**config.mk**
```make
export PLATFORM = sky130hd
export DESIGN_NAME = adcrw_top
export DESIGN_NICKNAME = d
export VERILOG_FILES = /design/src/design/adcrw_result_fmt.v /design/src/design/adcrw_top.v
export VERILOG_INCLUDE_DIRS = /design/src /design/src/design
export SDC_FILE = /design/constraint.sdc
export NUM_CORES = 1
export LEC_CHECK = 0
export BUFFER_PORTS_ARGS = -buffer_cell sky130_fd_sc_hd__buf_2
export CORE_MARGIN = 4
export CORE_UTILIZATION = 44
export CTS_CLUSTER_DIAMETER = 50
export DETAILED_ROUTE_END_ITERATION = 10
export GPL_TIMING_DRIVEN = 0
export PLACE_DENSITY = 0.71
export SYNTH_ARGS = -nofsm -noshare
export SYNTH_HDL_FRONTEND = slang
export SYNTH_HIERARCHICAL = 1
export SYNTH_SLANG_ARGS = --single-unit
```
**constraint.sdc**
```tcl
create_clock -name ref_clk -period 4.1 [get_ports ref_clk]
set_input_delay 0.205 -clock ref_clk [delete_from_list [all_inputs] [get_ports ref_clk]]
set_output_delay 0.205 -clock ref_clk [all_outputs]
set_load 0.1 [all_outputs]
```
**src/design/adcrw_regs.vh**
```
// Register offsets, fields, reset values and codes of the result window block
`ifndef ADCRW_REGS_VH
`define ADCRW_REGS_VH

// ==================================================================
// Register offsets (byte addresses)
`define ADCRW_OFF_AVG_CTRL      8'h00
`define ADCRW_OFF_CTRL_B        8'h04
`define ADCRW_OFF_WIN_CTRL      8'h08
`define ADCRW_OFF_STATUS        8'h10
`define ADCRW_OFF_RESULT        8'h18
`define ADCRW_OFF_WIN_LT        8'h1c
`define ADCRW_OFF_WIN_UT        8'h20

// ==================================================================
// Averaging control fields
`define ADCRW_AVG_SAMPLES_LSB   0
`define ADCRW_AVG_SAMPLES_MSB   3
`define ADCRW_AVG_ADJ_LSB       4
`define ADCRW_AVG_ADJ_MSB       6
`define ADCRW_AVG_RST           7'h00

// ==================================================================
// Converter control B fields
`define ADCRW_CTLB_LEFT_BIT     1
`define ADCRW_CTLB_RES_LSB      4
`define ADCRW_CTLB_RES_MSB      5
`define ADCRW_CTLB_RST          6'h00

// Resolution codes
`define ADCRW_RES_12            2'h0
`define ADCRW_RES_16            2'h1
`define ADCRW_RES_10            2'h2
`define ADCRW_RES_8             2'h3

// ==================================================================
// Window monitor mode codes
`define ADCRW_WIN_OFF           3'h0
`define ADCRW_WIN_ABOVE_LT      3'h1
`define ADCRW_WIN_BELOW_UT      3'h2
`define ADCRW_WIN_INSIDE        3'h3
`define ADCRW_WIN_OUTSIDE       3'h4
`define ADCRW_WIN_CTRL_RST      3'h0

// ==================================================================
// Status fields
`define ADCRW_STAT_READY_BIT    0
`define ADCRW_STAT_WIN_BIT      1
`define ADCRW_STAT_OVR_BIT      2

// ==================================================================
// Reset values of data registers
`define ADCRW_THRESH_RST        16'h0000
`define ADCRW_RESULT_RST        16'h0000

`endif

```
**src/design/adcrw_result_fmt.v**
```verilog
// Placement of a raw conversion value into the 16-bit result layout
`timescale 1ns/1ps
`default_nettype none
`include "adcrw_regs.vh"

module adcrw_result_fmt (
	// Raw value from the conversion engine
	input  wire [15:0] raw_value,
	// Placement settings
	input  wire        left_align,
	input  wire [1:0]  resolution,
	input  wire        oversample,
	input  wire [2:0]  adjust_shift,
	// Placed value
	output wire [15:0] placed_value
);

	// ==================================================================
	// Placement function
	function [15:0] adcrw_place;
		input [15:0] v;
		input        left;
		input [1:0]  res;
		input        ovs;
		input [2:0]  shift;
		begin
			if (ovs || res == `ADCRW_RES_16) begin
				adcrw_place = v >> shift;
			end else begin
				case (res)
					`ADCRW_RES_10: begin
						adcrw_place = left ? {v[9:0], 6'h00}
							: {6'h00, v[9:0]};
					end
					`ADCRW_RES_8: begin
						adcrw_place = left ? {v[7:0], 8'h00}
							: {8'h00, v[7:0]};
					end
					default: begin
						adcrw_place = left ? {v[11:0], 4'h0}
							: {4'h0, v[11:0]};
					end
				endcase
			end
		end
	endfunction

	assign placed_value = adcrw_place(raw_value, left_align, resolution,
		oversample, adjust_shift);

endmodule // adcrw_result_fmt

`default_nettype wire

```
**src/design/adcrw_top.v**
```verilog
// Result register, window thresholds and register port of the converter
//
// Decided for this implementation: strobed register access.
`timescale 1ns/1ps
`default_nettype none
`include "adcrw_regs.vh"

module adcrw_top (
	// Clock and reset
	input  wire        ref_clk,
	input  wire        srst,
	// Register port
	input  wire [7:0]  reg_addr,
	input  wire [31:0] reg_wdata,
	input  wire        reg_wr,
	input  wire        reg_rd,
	output reg  [31:0] reg_rdata,
	// Conversion engine result
	input  wire        conv_done,
	input  wire [15:0] conv_value,
	// Settings to the conversion engine
	output wire [1:0]  resolution_select,
	output wire [3:0]  sample_count_select,
	output wire [2:0]  window_compare_select,
	// Status
	output wire        result_ready,
	output wire        window_hit,
	output reg         window_event
);

	// ==================================================================
	// Registers
	reg [6:0]  averaging_control_ff;
	reg [5:0]  converter_control_b_ff;
	reg [2:0]  window_ctrl_ff;
	reg [15:0] window_lower_threshold_ff;
	reg [15:0] window_upper_threshold_ff;
	reg [15:0] conversion_result_value_ff;
	reg        ready_ff;
	reg        win_flag_ff;
	reg        overrun_ff;

	reg [31:0] nxt_reg_rdata;
	reg        nxt_ready;
	reg        nxt_win_flag;
	reg        nxt_overrun;

	wire        left_align_select;
	wire [2:0]  adjust_shift;
	wire        oversample;
	wire [15:0] placed_value;
	wire        hit_now;
	wire        wr_avg_ctrl;
	wire        wr_ctrl_b;
	wire        wr_win_ctrl;
	wire        wr_win_lt;
	wire        wr_win_ut;
	wire        wr_status;
	wire        rd_result;

	// ==================================================================
	// Window compare function
	function adcrw_win_hit;
		input [2:0]  mode;
		input [15:0] v;
		input [15:0] lt;
		input [15:0] ut;
		begin
			case (mode)
				`ADCRW_WIN_ABOVE_LT: begin
					adcrw_win_hit = v > lt;
				end
				`ADCRW_WIN_BELOW_UT: begin
					adcrw_win_hit = v < ut;
				end
				`ADCRW_WIN_INSIDE: begin
					adcrw_win_hit = (v > lt) && (v < ut);
				end
				`ADCRW_WIN_OUTSIDE: begin
					adcrw_win_hit = !((v > lt) && (v < ut));
				end
				default: begin
					adcrw_win_hit = 1'b0;
				end
			endcase
		end
	endfunction

	// ==================================================================
	// Address match function
	function adcrw_addr_is;
		input [7:0] addr;
		input [7:0] offset;
		begin
			adcrw_addr_is = (addr == offset);
		end
	endfunction

	// ==================================================================
	// Field decode
	// Align bit steers placement of 8-, 10- and 12-bit results without averaging
	assign left_align_select =
		converter_control_b_ff[`ADCRW_CTLB_LEFT_BIT];
	assign resolution_select =
		converter_control_b_ff[`ADCRW_CTLB_RES_MSB:`ADCRW_CTLB_RES_LSB];
	assign sample_count_select =
		averaging_control_ff[`ADCRW_AVG_SAMPLES_MSB:`ADCRW_AVG_SAMPLES_LSB];
	assign adjust_shift =
		averaging_control_ff[`ADCRW_AVG_ADJ_MSB:`ADCRW_AVG_ADJ_LSB];
	assign oversample = (sample_count_select != 4'h0);
	assign window_compare_select = window_ctrl_ff;

	// ==================================================================
	// Write and read decode
	assign wr_avg_ctrl = reg_wr &&
		adcrw_addr_is(reg_addr, `ADCRW_OFF_AVG_CTRL);
	assign wr_ctrl_b = reg_wr &&
		adcrw_addr_is(reg_addr, `ADCRW_OFF_CTRL_B);
	assign wr_win_ctrl = reg_wr &&
		adcrw_addr_is(reg_addr, `ADCRW_OFF_WIN_CTRL);
	assign wr_win_lt = reg_wr &&
		adcrw_addr_is(reg_addr, `ADCRW_OFF_WIN_LT);
	assign wr_win_ut = reg_wr &&
		adcrw_addr_is(reg_addr, `ADCRW_OFF_WIN_UT);
	assign wr_status = reg_wr &&
		adcrw_addr_is(reg_addr, `ADCRW_OFF_STATUS);
	assign rd_result = reg_rd &&
		adcrw_addr_is(reg_addr, `ADCRW_OFF_RESULT);

	// ==================================================================
	// Result placement
	adcrw_result_fmt u_adcrw_result_fmt (
		.raw_value    (conv_value),
		.left_align   (left_align_select),
		.resolution   (resolution_select),
		.oversample   (oversample),
		.adjust_shift (adjust_shift),
		.placed_value (placed_value)
	);

	assign hit_now = conv_done && adcrw_win_hit(window_ctrl_ff,
		placed_value, window_lower_threshold_ff,
		window_upper_threshold_ff);

	// ==================================================================
	// Averaging control
	always @(posedge ref_clk) begin
		if (srst) begin
			averaging_control_ff <= `ADCRW_AVG_RST;
		end else if (wr_avg_ctrl) begin
			averaging_control_ff <= reg_wdata[6:0];
		end
	end

	// ==================================================================
	// Converter control B
	always @(posedge ref_clk) begin
		if (srst) begin
			converter_control_b_ff <= `ADCRW_CTLB_RST;
		end else if (wr_ctrl_b) begin
			converter_control_b_ff <= reg_wdata[5:0];
		end
	end

	// ==================================================================
	// Window monitor mode
	always @(posedge ref_clk) begin
		if (srst) begin
			window_ctrl_ff <= `ADCRW_WIN_CTRL_RST;
		end else if (wr_win_ctrl) begin
			window_ctrl_ff <= reg_wdata[2:0];
		end
	end

	// ==================================================================
	// Lower threshold
	always @(posedge ref_clk) begin
		if (srst) begin
			window_lower_threshold_ff <= `ADCRW_THRESH_RST;
		end else if (wr_win_lt) begin
			window_lower_threshold_ff <= reg_wdata[15:0];
		end
	end

	// ==================================================================
	// Upper threshold
	always @(posedge ref_clk) begin
		if (srst) begin
			window_upper_threshold_ff <= `ADCRW_THRESH_RST;
		end else if (wr_win_ut) begin
			window_upper_threshold_ff <= reg_wdata[15:0];
		end
	end

	// ==================================================================
	// Result register
	always @(posedge ref_clk) begin
		if (srst) begin
			conversion_result_value_ff <= `ADCRW_RESULT_RST;
		end else if (conv_done) begin
			conversion_result_value_ff <= placed_value;
		end
	end

	// ==================================================================
	// Status flags, a set wins over a clear
	always @* begin
		nxt_ready    = ready_ff;
		nxt_win_flag = win_flag_ff;
		nxt_overrun  = overrun_ff;
		if (rd_result) begin
			nxt_ready = 1'b0;
		end
		if (wr_status && reg_wdata[`ADCRW_STAT_WIN_BIT]) begin
			nxt_win_flag = 1'b0;
		end
		if (wr_status && reg_wdata[`ADCRW_STAT_OVR_BIT]) begin
			nxt_overrun = 1'b0;
		end
		if (conv_done) begin
			nxt_ready = 1'b1;
		end
		if (conv_done && ready_ff && !rd_result) begin
			nxt_overrun = 1'b1;
		end
		if (hit_now) begin
			nxt_win_flag = 1'b1;
		end
	end

	always @(posedge ref_clk) begin
		if (srst) begin
			ready_ff     <= 1'b0;
			win_flag_ff  <= 1'b0;
			overrun_ff   <= 1'b0;
			window_event <= 1'b0;
		end else begin
			ready_ff     <= nxt_ready;
			win_flag_ff  <= nxt_win_flag;
			overrun_ff   <= nxt_overrun;
			window_event <= hit_now;
		end
	end

	assign result_ready = ready_ff;
	assign window_hit   = win_flag_ff;

	// ==================================================================
	// Read data, one cycle after the strobe
	always @* begin
		nxt_reg_rdata = 32'h0000_0000;
		if (reg_rd) begin
			case (reg_addr)
				`ADCRW_OFF_AVG_CTRL: begin
					nxt_reg_rdata = {25'h000_0000, averaging_control_ff};
				end
				`ADCRW_OFF_CTRL_B: begin
					nxt_reg_rdata = {26'h000_0000, converter_control_b_ff};
				end
				`ADCRW_OFF_WIN_CTRL: begin
					nxt_reg_rdata = {29'h000_0000, window_ctrl_ff};
				end
				`ADCRW_OFF_STATUS: begin
					nxt_reg_rdata = {29'h000_0000, overrun_ff,
						win_flag_ff, ready_ff};
				end
				// Result in the low half
				`ADCRW_OFF_RESULT: begin
					nxt_reg_rdata = {16'h0000, conversion_result_value_ff};
				end
				`ADCRW_OFF_WIN_LT: begin
					nxt_reg_rdata = {16'h0000, window_lower_threshold_ff};
				end
				`ADCRW_OFF_WIN_UT: begin
					nxt_reg_rdata = {16'h0000, window_upper_threshold_ff};
				end
				default: begin
					nxt_reg_rdata = 32'h0000_0000;
				end
			endcase
		end
	end

	always @(posedge ref_clk) begin
		if (srst) begin
			reg_rdata <= 32'h0000_0000;
		end else begin
			reg_rdata <= nxt_reg_rdata;
		end
	end

endmodule // adcrw_top

`default_nettype wire

```
==> results.toml, run 1 <==
[floorplanning]
start_util_pct = 44.7
ios = 105
chipHeight_um = 118
die_x_um = 118
die_area_mm2 = 0.0140
placementRows = 40
coreArea_mm2 = 0.0120

[setup_path]
worstPathCellList = "or4_4 -> or2_0 -> buf_4 -> nand2_2 -> o221ai_1 -> ha_1 -> a21o_1 -> a211oi_2 -> o21ai_2 -> a2111oi_4 -> mux2i_1 -> a311oi_2 -> a31o_1"
cp.depth = 13
r2r_start = "averaging_control_ff[0]"
startpoint = "averaging_control_ff[0]"
worstPathRequired_ns = 4.33
r2r-end = "window_hit"
arrival_ns = 4.12
crit_type = "reg2reg"
reg2regPathDepth = 13
worstPathMaxFanout = 9
start_kind = "flip-flop"
slowest_delay_ns = 0.62
critical_path.top_delay_family = "compound AO/OA/AOI/OAI gates"
cp-end-kind = "flip-flop"
crit_end = "window_hit"
cpMaxStageDelayCell = "or4_4"
path_buf_inv = 1
r2r_slack_ns = 0.21

[sta]
max_freq_mhz = 257
min_period_over_period_pct = 94.8
fin_skew_ns = 0.00658
slew_headroom_pct = 43.1
fin_crit_ns = 3.89
slew_violations = 0
rsz0062_at_grt = "false"
setup_viol = 0
whs_ns = 0.117
worstMarginPinSlew_ns = 0.852
finalHoldViolations = 0

[clocking]
clock-sinks = 84
clk_pin_slew_ns = 0.06
cts_root_buffer = "clkbuf_16"
cts_max_path_buffers = 2
htreeDepth = 3
numCtsBuffers = 9
cts_tree = "done"
clk_latency_ns = 0.34

[place]
hpwlAfterDp_mm = 11.9
dp.cells = 912
dpl_cell_area_mm2 = 0.00594
routabilityCongestion = 0.931
portBuffers = 69

[synth]
synth-xor-area-share_pct = 0
synthCells = 681
yosys.area_share.simple_pct = 19.7
syn_area_per_cell_um2 = 7.86
ys_seq_area_share_pct = 31.4
synth_area_leaders = "dfxtp_1 31%, mux2i_1 9.5%, nand2_1 7.9%"
synth_area_leader_cell = "dfxtp_1"
yosysTopAreaCellShare_pct = 31.4
synth-edff-count = 0
ys_types = 64
async_flop_share_pct = 0
synth.ff_latch_count = 84
synth_fa_ha_area_share_pct = 7.25
synth_ff_type = "dfxtp_1"
syn_area_mm2 = 0.00535
synth_compound_area_share_pct = 19.4
synth_top_family_by_area = "simple AND/OR/NAND/NOR gates"
yosysWarnings = 6
synthMuxAreaShare_pct = 12.6

[routing]
detailedRoute.firstIterationViolations = 606
drt-wirelength-per-cell_um = 17.1
ant_nets = 0
routed_wl_mm = 15.9
vias = 5320
drc = 0
via_per_inst = 5.75
dr.pass1.iters = 5

[grt]
grt_max_degree = 13
grt_use_total_pct = 22.2
grt_pass1_wl_mm = 25.2
first_global_vias = 4903
gr-total-overflow = 0
antenna_found_initial = 0

[power]
vdd_drop_max_v = 0.000222
seqPwrFrac_pct = 43.5
power_leakage_nw = 2.44
power.density_mw_per_mm2 = 306
combPwrFrac_pct = 14.3
swShare_pct = 26.3
clockPowerShare_pct = 42.2
p_int_mw = 1.41
p_sw_mw = 0.502

[layout]
seq_area_mm2 = 0.00168
fin_area_mm2 = 0.00625
fill_cells = 1172
multi_input_area_mm2 = 0.00323
layout.cells.most_common = "nand2_1"
mostFrequentLayoutCells = "112 x nand2_1, 84 x dfxtp_1, 83 x a21oi_1"
diodes = 0
syn_to_final_growth_pct = 16.7
nNetsFinal = 868
layout.cells.non_filler = 926
layout-drive-gt1-share_pct = 18.0

[run]
drv_cap = 0

[hold_path]
min_path_type = "in2reg"

[outcome]
outcome = "complete, no violations"
power groups by stage:
stage | logic [mW] | clock network (mW) | registers, mW
finish | 0.272 | 0.806 | 0.831
global placement | 0.264 | 0 | 0.848
floorplan | 0.184 | 0 | 0.852
detailed placement | 0.266 | 0 | 0.849
CTS | 0.267 | 0.809 | 0.831
global route | 0.293 | 0.844 | 0.831
what timing repair did:
item                       in CTS  in global routing
gates resized for setup         1                  3
hold buffers                    0                  0
setup endpoints to repair       1                  2
pin swaps                       0                  2
cloned                          0                  0
buffers inserted                0                  0
kinds of logic (layout without fill, tap and decap cells):
logic type | Yosys count | count (layout)
AO/OA/AOI/OAI | 162 | 162
adder cells (fa/ha/maj) | 31 | 31
buffers and inverters | 103 | 186
flip-flops | 84 | 84
multiplexers | 63 | 63
other | 1 | 16
AND/OR/NAND/NOR | 237 | 237
worst min-delay path: stages:
cell and delay (ns):
buf_2 0.10, nand2_1 0.05, a21oi_1 0.05
how the worst min path moves through the flow:
stage	depth (start not counted)	from	endpoint	slack, ns
2_1_floorplan	1	srst	window_event	0.29
3_3_place_gp	2	converter_control_b_ff[3]	converter_control_b_ff[3]	0.44
3_5_place_dp	2	converter_control_b_ff[3]	converter_control_b_ff[3]	0.45
4_1_cts	3	reg_wdata[8]	window_upper_threshold_ff[8]	0.12
5_1_grt	3	reg_wdata[14]	window_upper_threshold_ff[14]	0.13
6_report	3	reg_wdata[8]	window_upper_threshold_ff[8]	0.12
layer usage:
layer  vias to the layer above  share of wire [%]  track usage (%)
li1                       2565                  -                -
met1                      2467                 45             30.6
met2                       258                 44             35.3
met3                        30                7.7             2.78
met4                         0                2.5             8.79
met5                         -                  0                0
per-stage QoR:
step / power [mW] / utilization [%] / worst slack, ns / setup TNS (ns)
final: 1.91 / 52.2 / 0.212 / 0
after global routing: 1.97 / 52.2 / 0.0287 / 0
after CTS: 1.91 / 52.1 / 0.0668 / 0
after detailed placement: 1.11 / 49.6 / -0.0574 / -0.0574
after global placement: 1.11 / 49.6 / -0.0151 / -0.0151
after floorplan: 1.04 / - / 0.659 / 0
sequential cells by signal, indices dropped and copies added (netlist names):
name and flops:
window_compare_select 3, result_ready 1, conversion_result_value_ff 16, window_upper_threshold_ff 16, reg_rdata 16, overrun_ff 1
window_hit 1, window_lower_threshold_ff 16, averaging_control_ff 7, window_event 1, converter_control_b_ff 6
synthesized netlist by cell type, drive strengths merged, types with 10 or more instances:
cell      n
a21oi    83
buf      36
clkbuf   28
dfxtp    84
ha       31
inv      39
mux2     10
mux2i    51
nand2   113
nand3    31
nor2     51
o21ai    17
area by class of cell:
cell class / instances / share of cell area (%)
Tap cell: 147 / 2.94
Clock buffer: 12 / 4.11
Inverter: 39 / 2.34
Buffer: 64 / 5.91
Timing Repair Buffer: 69 / 5.53
Sequential cell: 84 / 26.9
Clock inverter: 2 / 0.561
Multi-Input combinational cell: 509 / 51.7
No activity file was read; power rests on OpenSTA's default activity.
==> inputs of run 2 (changes only) <==
--- a/config.mk
+++ b/config.mk
@@ -6,6 +6,7 @@
 export SDC_FILE = /design/constraint.sdc
 export NUM_CORES = 1
 export LEC_CHECK = 0
+export ABC_AREA = 1
 export BUFFER_PORTS_ARGS = -buffer_cell sky130_fd_sc_hd__buf_2
 export CORE_MARGIN = 4
 export CORE_UTILIZATION = 44
==> results.toml, run 2 <==
[hold_path]
hold_end = "overrun_ff"
whs_path_depth = 2
hold_start = "srst"
min_path_type = "in2reg"

[synth]
synth_area_leaders = "dfxtp_1 32%, nand2_1 13%, ha_1 7.3%"
synth.ff_latch_count = 84
synth_common_cells = "183 x nand2_1, 84 x dfxtp_1, 83 x nor2_1"
synth-edff-count = 0
ys_seq_area_share_pct = 31.6
synth_area_leader_cell = "dfxtp_1"
async_flop_share_pct = 0
synth_ff_type = "dfxtp_1"
synth_most_common_cell = "nand2_1"
syn_area_per_cell_um2 = 6.63
synthCells = 803
ys_types = 37
yosysTopAreaCellShare_pct = 31.6
syn_area_mm2 = 0.00532
yosysWarnings = 6

[layout]
fin_area_mm2 = 0.00624
mostFrequentLayoutCells = "183 x nand2_1, 84 x dfxtp_1, 83 x nor2_1"
finish.utilization_pct = 53.7
nNetsFinal = 992
layout-drive-gt1-share_pct = 18.5
layout.cells.most_common = "nand2_1"
syn_to_final_growth_pct = 17.2
diodes = 0

[routing]
via_per_inst = 5.15
drc = 0
vias = 5396
ant_nets = 0
detailedRoute.firstIterationViolations = 398
routed_wl_mm = 15.2
drt-wirelength-per-cell_um = 14.5
dr.pass1.iters = 5

[grt]
grt_pass1_wl_mm = 24.4
gr-total-overflow = 0
grt_max_degree = 15
first_global_vias = 4947
grt_use_total_pct = 21.4
antenna_found_initial = 0

[setup_path]
critical_path.top_delay_family = "simple AND/OR/NAND/NOR gates"
start_kind = "flip-flop"
cp-end-kind = "flip-flop"
path_buf_inv = 4
worstPathMaxFanout = 10
r2r_start = "averaging_control_ff[0]"
arrival_ns = 3.35
crit_type = "reg2reg"
reg2regPathDepth = 18
crit_top_cell = "nand2_1"
worstPathRequired_ns = 4.34
slowest_delay_ns = 0.58
r2r-end = "window_hit"
r2r_slack_ns = 0.98
worstPathCellList = "or4_1 -> inv_1 -> nand2_4 -> inv_1 -> buf_2 -> nand2_1 -> o21ai_0 -> ha_1 -> a21oi_1 -> o21ai_0 -> a21oi_1 -> nand2_1 -> nand3_1 -> nand2_1 -> inv_1 -> nand3_1 -> nand2_1 -> nand2_1"
cpMaxStageDelayCell = "or4_1"

[sta]
rsz0062_at_grt = "false"
slew_headroom_pct = 55.7
fin_crit_ns = 3.12
worstMarginPinSlew_ns = 0.665
min_period_over_period_pct = 76.1
fin_skew_ns = 0.00331
max_freq_mhz = 321
setup_viol = 0
whs_ns = 0.0876
finalHoldViolations = 0
fin_tns_setup_ns = 0
slew_violations = 0

[power]
power_leakage_nw = 2.94
power.density_mw_per_mm2 = 318
vdd_drop_max_v = 0.000263

[clocking]
cts_setup_buffers = 0
cts_tree = "done"
clk_pin_slew_ns = 0.06
clk_latency_ns = 0.34
cts_root_buffer = "clkbuf_16"
cts_hold_buf = 0
numCtsBuffers = 9
clock-sinks = 84
htreeDepth = 3
post_cts_resized = 0
cts_max_path_buffers = 2

[place]
routabilityCongestion = 0.920
dpl_cell_area_mm2 = 0.00591
hpwlAfterDp_mm = 11.7
portBuffers = 71

[outcome]
outcome = "complete, no violations"

[floorplanning]
die_x_um = 118
placementRows = 39
start_util_pct = 45.8
chipHeight_um = 118
coreArea_mm2 = 0.0116
ios = 105
die_area_mm2 = 0.0139

[run]
drv_cap = 0
-- run 2: cell types whose count changed after synthesis, sizes merged, moves of 7 or more --
cell	delta
a21oi	-10
clkbuf	-15
inv	+48
mux2	-10
mux2i	-51
nand2	+78
nand3	+29
nor2	+47
nor3	+7
o21ai	+63
o221ai	-7
o22ai	+14
-- run 2: power breakdown --
group / leakage (nW) / switching (mW) / total (mW) / internal [mW]
registers: 0.681 / 0.00648 / 0.835 / 0.829
clock network: 0.151 / 0.335 / 0.884 / 0.549
logic: 2.10 / 0.187 / 0.262 / 0.0750
total: 2.94 / 0.528 / 1.98 / 1.45
-- run 2: area by class of cell --
type | instances | area [um2]
repair buffers | 71 | 355
multi-input cells | 592 | 3010
inverters | 89 | 337
plain buffers | 53 | 347
flip-flops and latches | 84 | 1680
well taps | 143 | 179
clock buffers | 10 | 239
clock inverters | 6 | 87.6
fillers | 1215 | 5380
-- run 2: worst max-delay path by stage --
stage                             from         end  slack, ns  depth (start not counted)
2_1_floorplan  averaging_control_ff[0]  window_hit       1.52                         22
3_3_place_gp   averaging_control_ff[0]  window_hit       0.96                         18
3_5_place_dp   averaging_control_ff[0]  window_hit       0.99                         18
4_1_cts        averaging_control_ff[0]  window_hit       0.97                         18
5_1_grt        averaging_control_ff[0]  window_hit       0.75                         18
6_report       averaging_control_ff[0]  window_hit       0.98                         18
-- run 2: per-stage QoR --
| step | power [mW] | std cells | setup WS [ns] |
|---|---|---|---|
| after floorplan | 1.04 | 818 | 1.52 |
| after global placement | 1.11 | 1032 | 0.963 |
| after detailed placement | 1.11 | 1032 | 0.990 |
| after CTS | 1.99 | 1048 | 0.965 |
| after global routing | 2.06 | 1048 | 0.746 |
| final | 1.98 | 1048 | 0.981 |
-- run 2: kinds of logic (layout without fill, tap and decap cells) --
group                    count (synthesis)  in the layout  synth area share (%)
AO/OA/AOI/OAI                          180            180                  18.2
AND/OR/NAND/NOR                        365            365                  30.0
buffers and inverters                  142            229                  12.8
other                                    1             16                0.0705
flip-flops                              84             84                  31.6
adder cells (fa/ha/maj)                 31             31                  7.29
-- run 2: worst reg2reg max path: cells and delay by family (launching register included) --
| kind | cells | cell delay [ns] |
|---|---|---|
| flops | 1 | 0.34 |
| buf+inv | 4 | 0.49 |
| compound gates | 4 | 0.65 |
| simple gates | 9 | 1.19 |
| fa+ha+maj | 1 | 0.35 |
-- run 2: layer usage --
layer	wire length (um)	part of all wire [%]	GRT usage, %
met1	7090	47	29.7
met2	6880	45	34.1
met3	866	5.7	3.80
met4	323	2.1	6.01
met5	0	0	0
==> inputs of run 3 (changes only) <==
--- a/config.mk
+++ b/config.mk
@@ -13,7 +13,7 @@
 export CTS_CLUSTER_DIAMETER = 50
 export DETAILED_ROUTE_END_ITERATION = 10
 export GPL_TIMING_DRIVEN = 0
-export PLACE_DENSITY = 0.71
+export PLACE_DENSITY = 0.74
 export SYNTH_ARGS = -nofsm -noshare
 export SYNTH_HDL_FRONTEND = slang
 export SYNTH_HIERARCHICAL = 1
==> constraint.sdc (replaced) <==
create_clock -name ref_clk -period 2.7 [get_ports ref_clk]
set_input_delay 0.135 -clock ref_clk [delete_from_list [all_inputs] [get_ports ref_clk]]
set_output_delay 0.135 -clock ref_clk [all_outputs]
set_load 0.1 [all_outputs]
==> results.toml, run 3 (synthesis results as in run 2) <==
[sta]
whs_ns = 0.0149
fin_skew_ns = 0.00538
fin_tns_setup_ns = -0.260
max_freq_mhz = 353
finalHoldViolations = 0
slew_violations = 0
rsz0062_at_grt = "true"
setup_viol = 2
fin_crit_ns = 2.84
final.setup.worst_slack_ns = -0.136
min_period_over_period_pct = 105
worstMarginPinSlew_ns = 0.602
slew_headroom_pct = 59.9

[grt]
grt_use_total_pct = 22.8
grt_pass1_wl_mm = 25.9
grt_max_degree = 16
first_global_vias = 5305
antenna_found_initial = 0
gr-total-overflow = 0

[layout]
layout.cells.non_filler = 1061
nNetsFinal = 1005
layout.cells.most_common = "nand2_1"
diodes = 0
layout-drive-gt1-share_pct = 28.0
syn_to_final_growth_pct = 27.8
fill_cells = 1119
mostFrequentLayoutCells = "164 x nand2_1, 81 x dfxtp_1, 80 x buf_2"

[floorplanning]
placementRows = 39
die_x_um = 118
coreArea_mm2 = 0.0116
start_util_pct = 45.8
ios = 105
die_area_mm2 = 0.0139
chipHeight_um = 118

[setup_path]
arrival_ns = 3.08
r2r-end = "window_hit"
worstPathMaxFanout = 5
worstPathRequired_ns = 2.95
startpoint = "averaging_control_ff[1]"
reg2regPathDepth = 22
r2r_start = "averaging_control_ff[1]"
crit_type = "reg2reg"
crit_end = "window_hit"
start_kind = "flip-flop"
cp-end-kind = "flip-flop"
r2r_slack_ns = -0.14

[power]
total_power_mw = 2.92
vdd_drop_max_v = 0.000455
power_leakage_nw = 3.10
power.density_mw_per_mm2 = 429

[outcome]
failed_checks = "setup timing"
outcome = "finished with violations"

[routing]
vias = 5592
drt-wirelength-per-cell_um = 15.3
drc = 0
via_per_inst = 5.27
detailedRoute.firstIterationViolations = 549
routed_wl_mm = 16.2
ant_nets = 0
dr.pass1.iters = 5

[hold_path]
whs_path_depth = 2
min_path_type = "in2reg"

[clocking]
htreeDepth = 3
clk_latency_ns = 0.35
numCtsBuffers = 9
clk_pin_slew_ns = 0.06
cts_tree = "done"
cts_max_path_buffers = 2
clock-sinks = 84
cts_root_buffer = "clkbuf_16"

[place]
routabilityCongestion = 0.923
hpwlAfterDp_mm = 11.8
dp.cells = 1032
portBuffers = 71

[run]
drv_cap = 0
## run 3: changes by cell type in the layout (fill, tap and decap cells not counted), moves of 5 or more
cell     before  now
ha_4          0   13
o21ai_0      71   65
inv_1        80   75
a21oi_2       1    7
ha_1         31   18
buf_4        25   36
a21oi_1      72   66
nand3_2       2   11
nor2_1       83   74
nor2_4        2    7
nand3_4       0    8
nand3_1      58   41
nand2_1     183  164
nand2_2       5   20
## run 3: cell type report
cell class,count,area [um2],area share [%]
clock buffers,10,239,3.51
inverters,89,347,5.10
well taps,143,179,2.63
plain buffers,53,357,5.24
repair buffers,84,460,6.77
multi-input cells,592,3480,51.3
flip-flops and latches,84,1690,24.8
clock inverters,6,47.5,0.699
## run 3: stage by stage
step	setup slack [ns]	utilization (%)	area, um2
global route	-0.283	58.5	6800
detailed placement	-0.432	50.9	5910
finish	-0.136	58.5	6800
floorplan	0.116	-	5380
CTS	-0.112	56.6	6570
global placement	-0.436	50.9	5910
## run 3: what timing repair did
action,CTS,global route
resized for setup,65,46
endpoints found under the hold margin,0,0
hold buffers,0,0
buffers inserted,9,3
pin swaps,17,35
endpoints found under the setup margin,2,2
cloned,1,0
## run 3: worst min path at each step
stage	start	to	slack, ns
2_1_floorplan	srst	overrun_ff	0.20
3_3_place_gp	srst	result_ready	0.37
3_5_place_dp	srst	result_ready	0.37
4_1_cts	srst	result_ready	0.007
5_1_grt	srst	result_ready	0.02
6_report	srst	result_ready	0.01
## run 3: critical path, stage by stage (launching register included)
cell     delay, ns
dfxtp_2       0.32
or4_4         0.55
inv_2         0.09
nand2_4       0.10
nand2_8       0.10
inv_6         0.04
buf_8         0.14
nand2_4       0.06
nand2_4       0.05
nor2_4        0.19
ha_4          0.23
nand2_2       0.06
inv_2         0.04
o21ai_2       0.05
nand2_1       0.08
nand2_1       0.07
nand3_1       0.07
a21oi_2       0.14
nand2_1       0.07
nand2_1       0.07
nand3_2       0.08
nand2_2       0.07
nand2_1       0.05
## run 3: metal layers
layer  vias up  wire, um  GRT usage (%)
met5         -         0              0
met2       213      7670           38.3
met3        19      1120           4.13
met1      2537      7180           29.9
li1       2823         -              -
met4         0       241           6.45
## run 3: power breakdown
part,internal (mW),switching [mW],total (mW),leakage [nW]
sequential,1.26,0.0101,1.27,0.682
clock,0.653,0.532,1.18,0.127
combinational,0.148,0.316,0.465,2.29
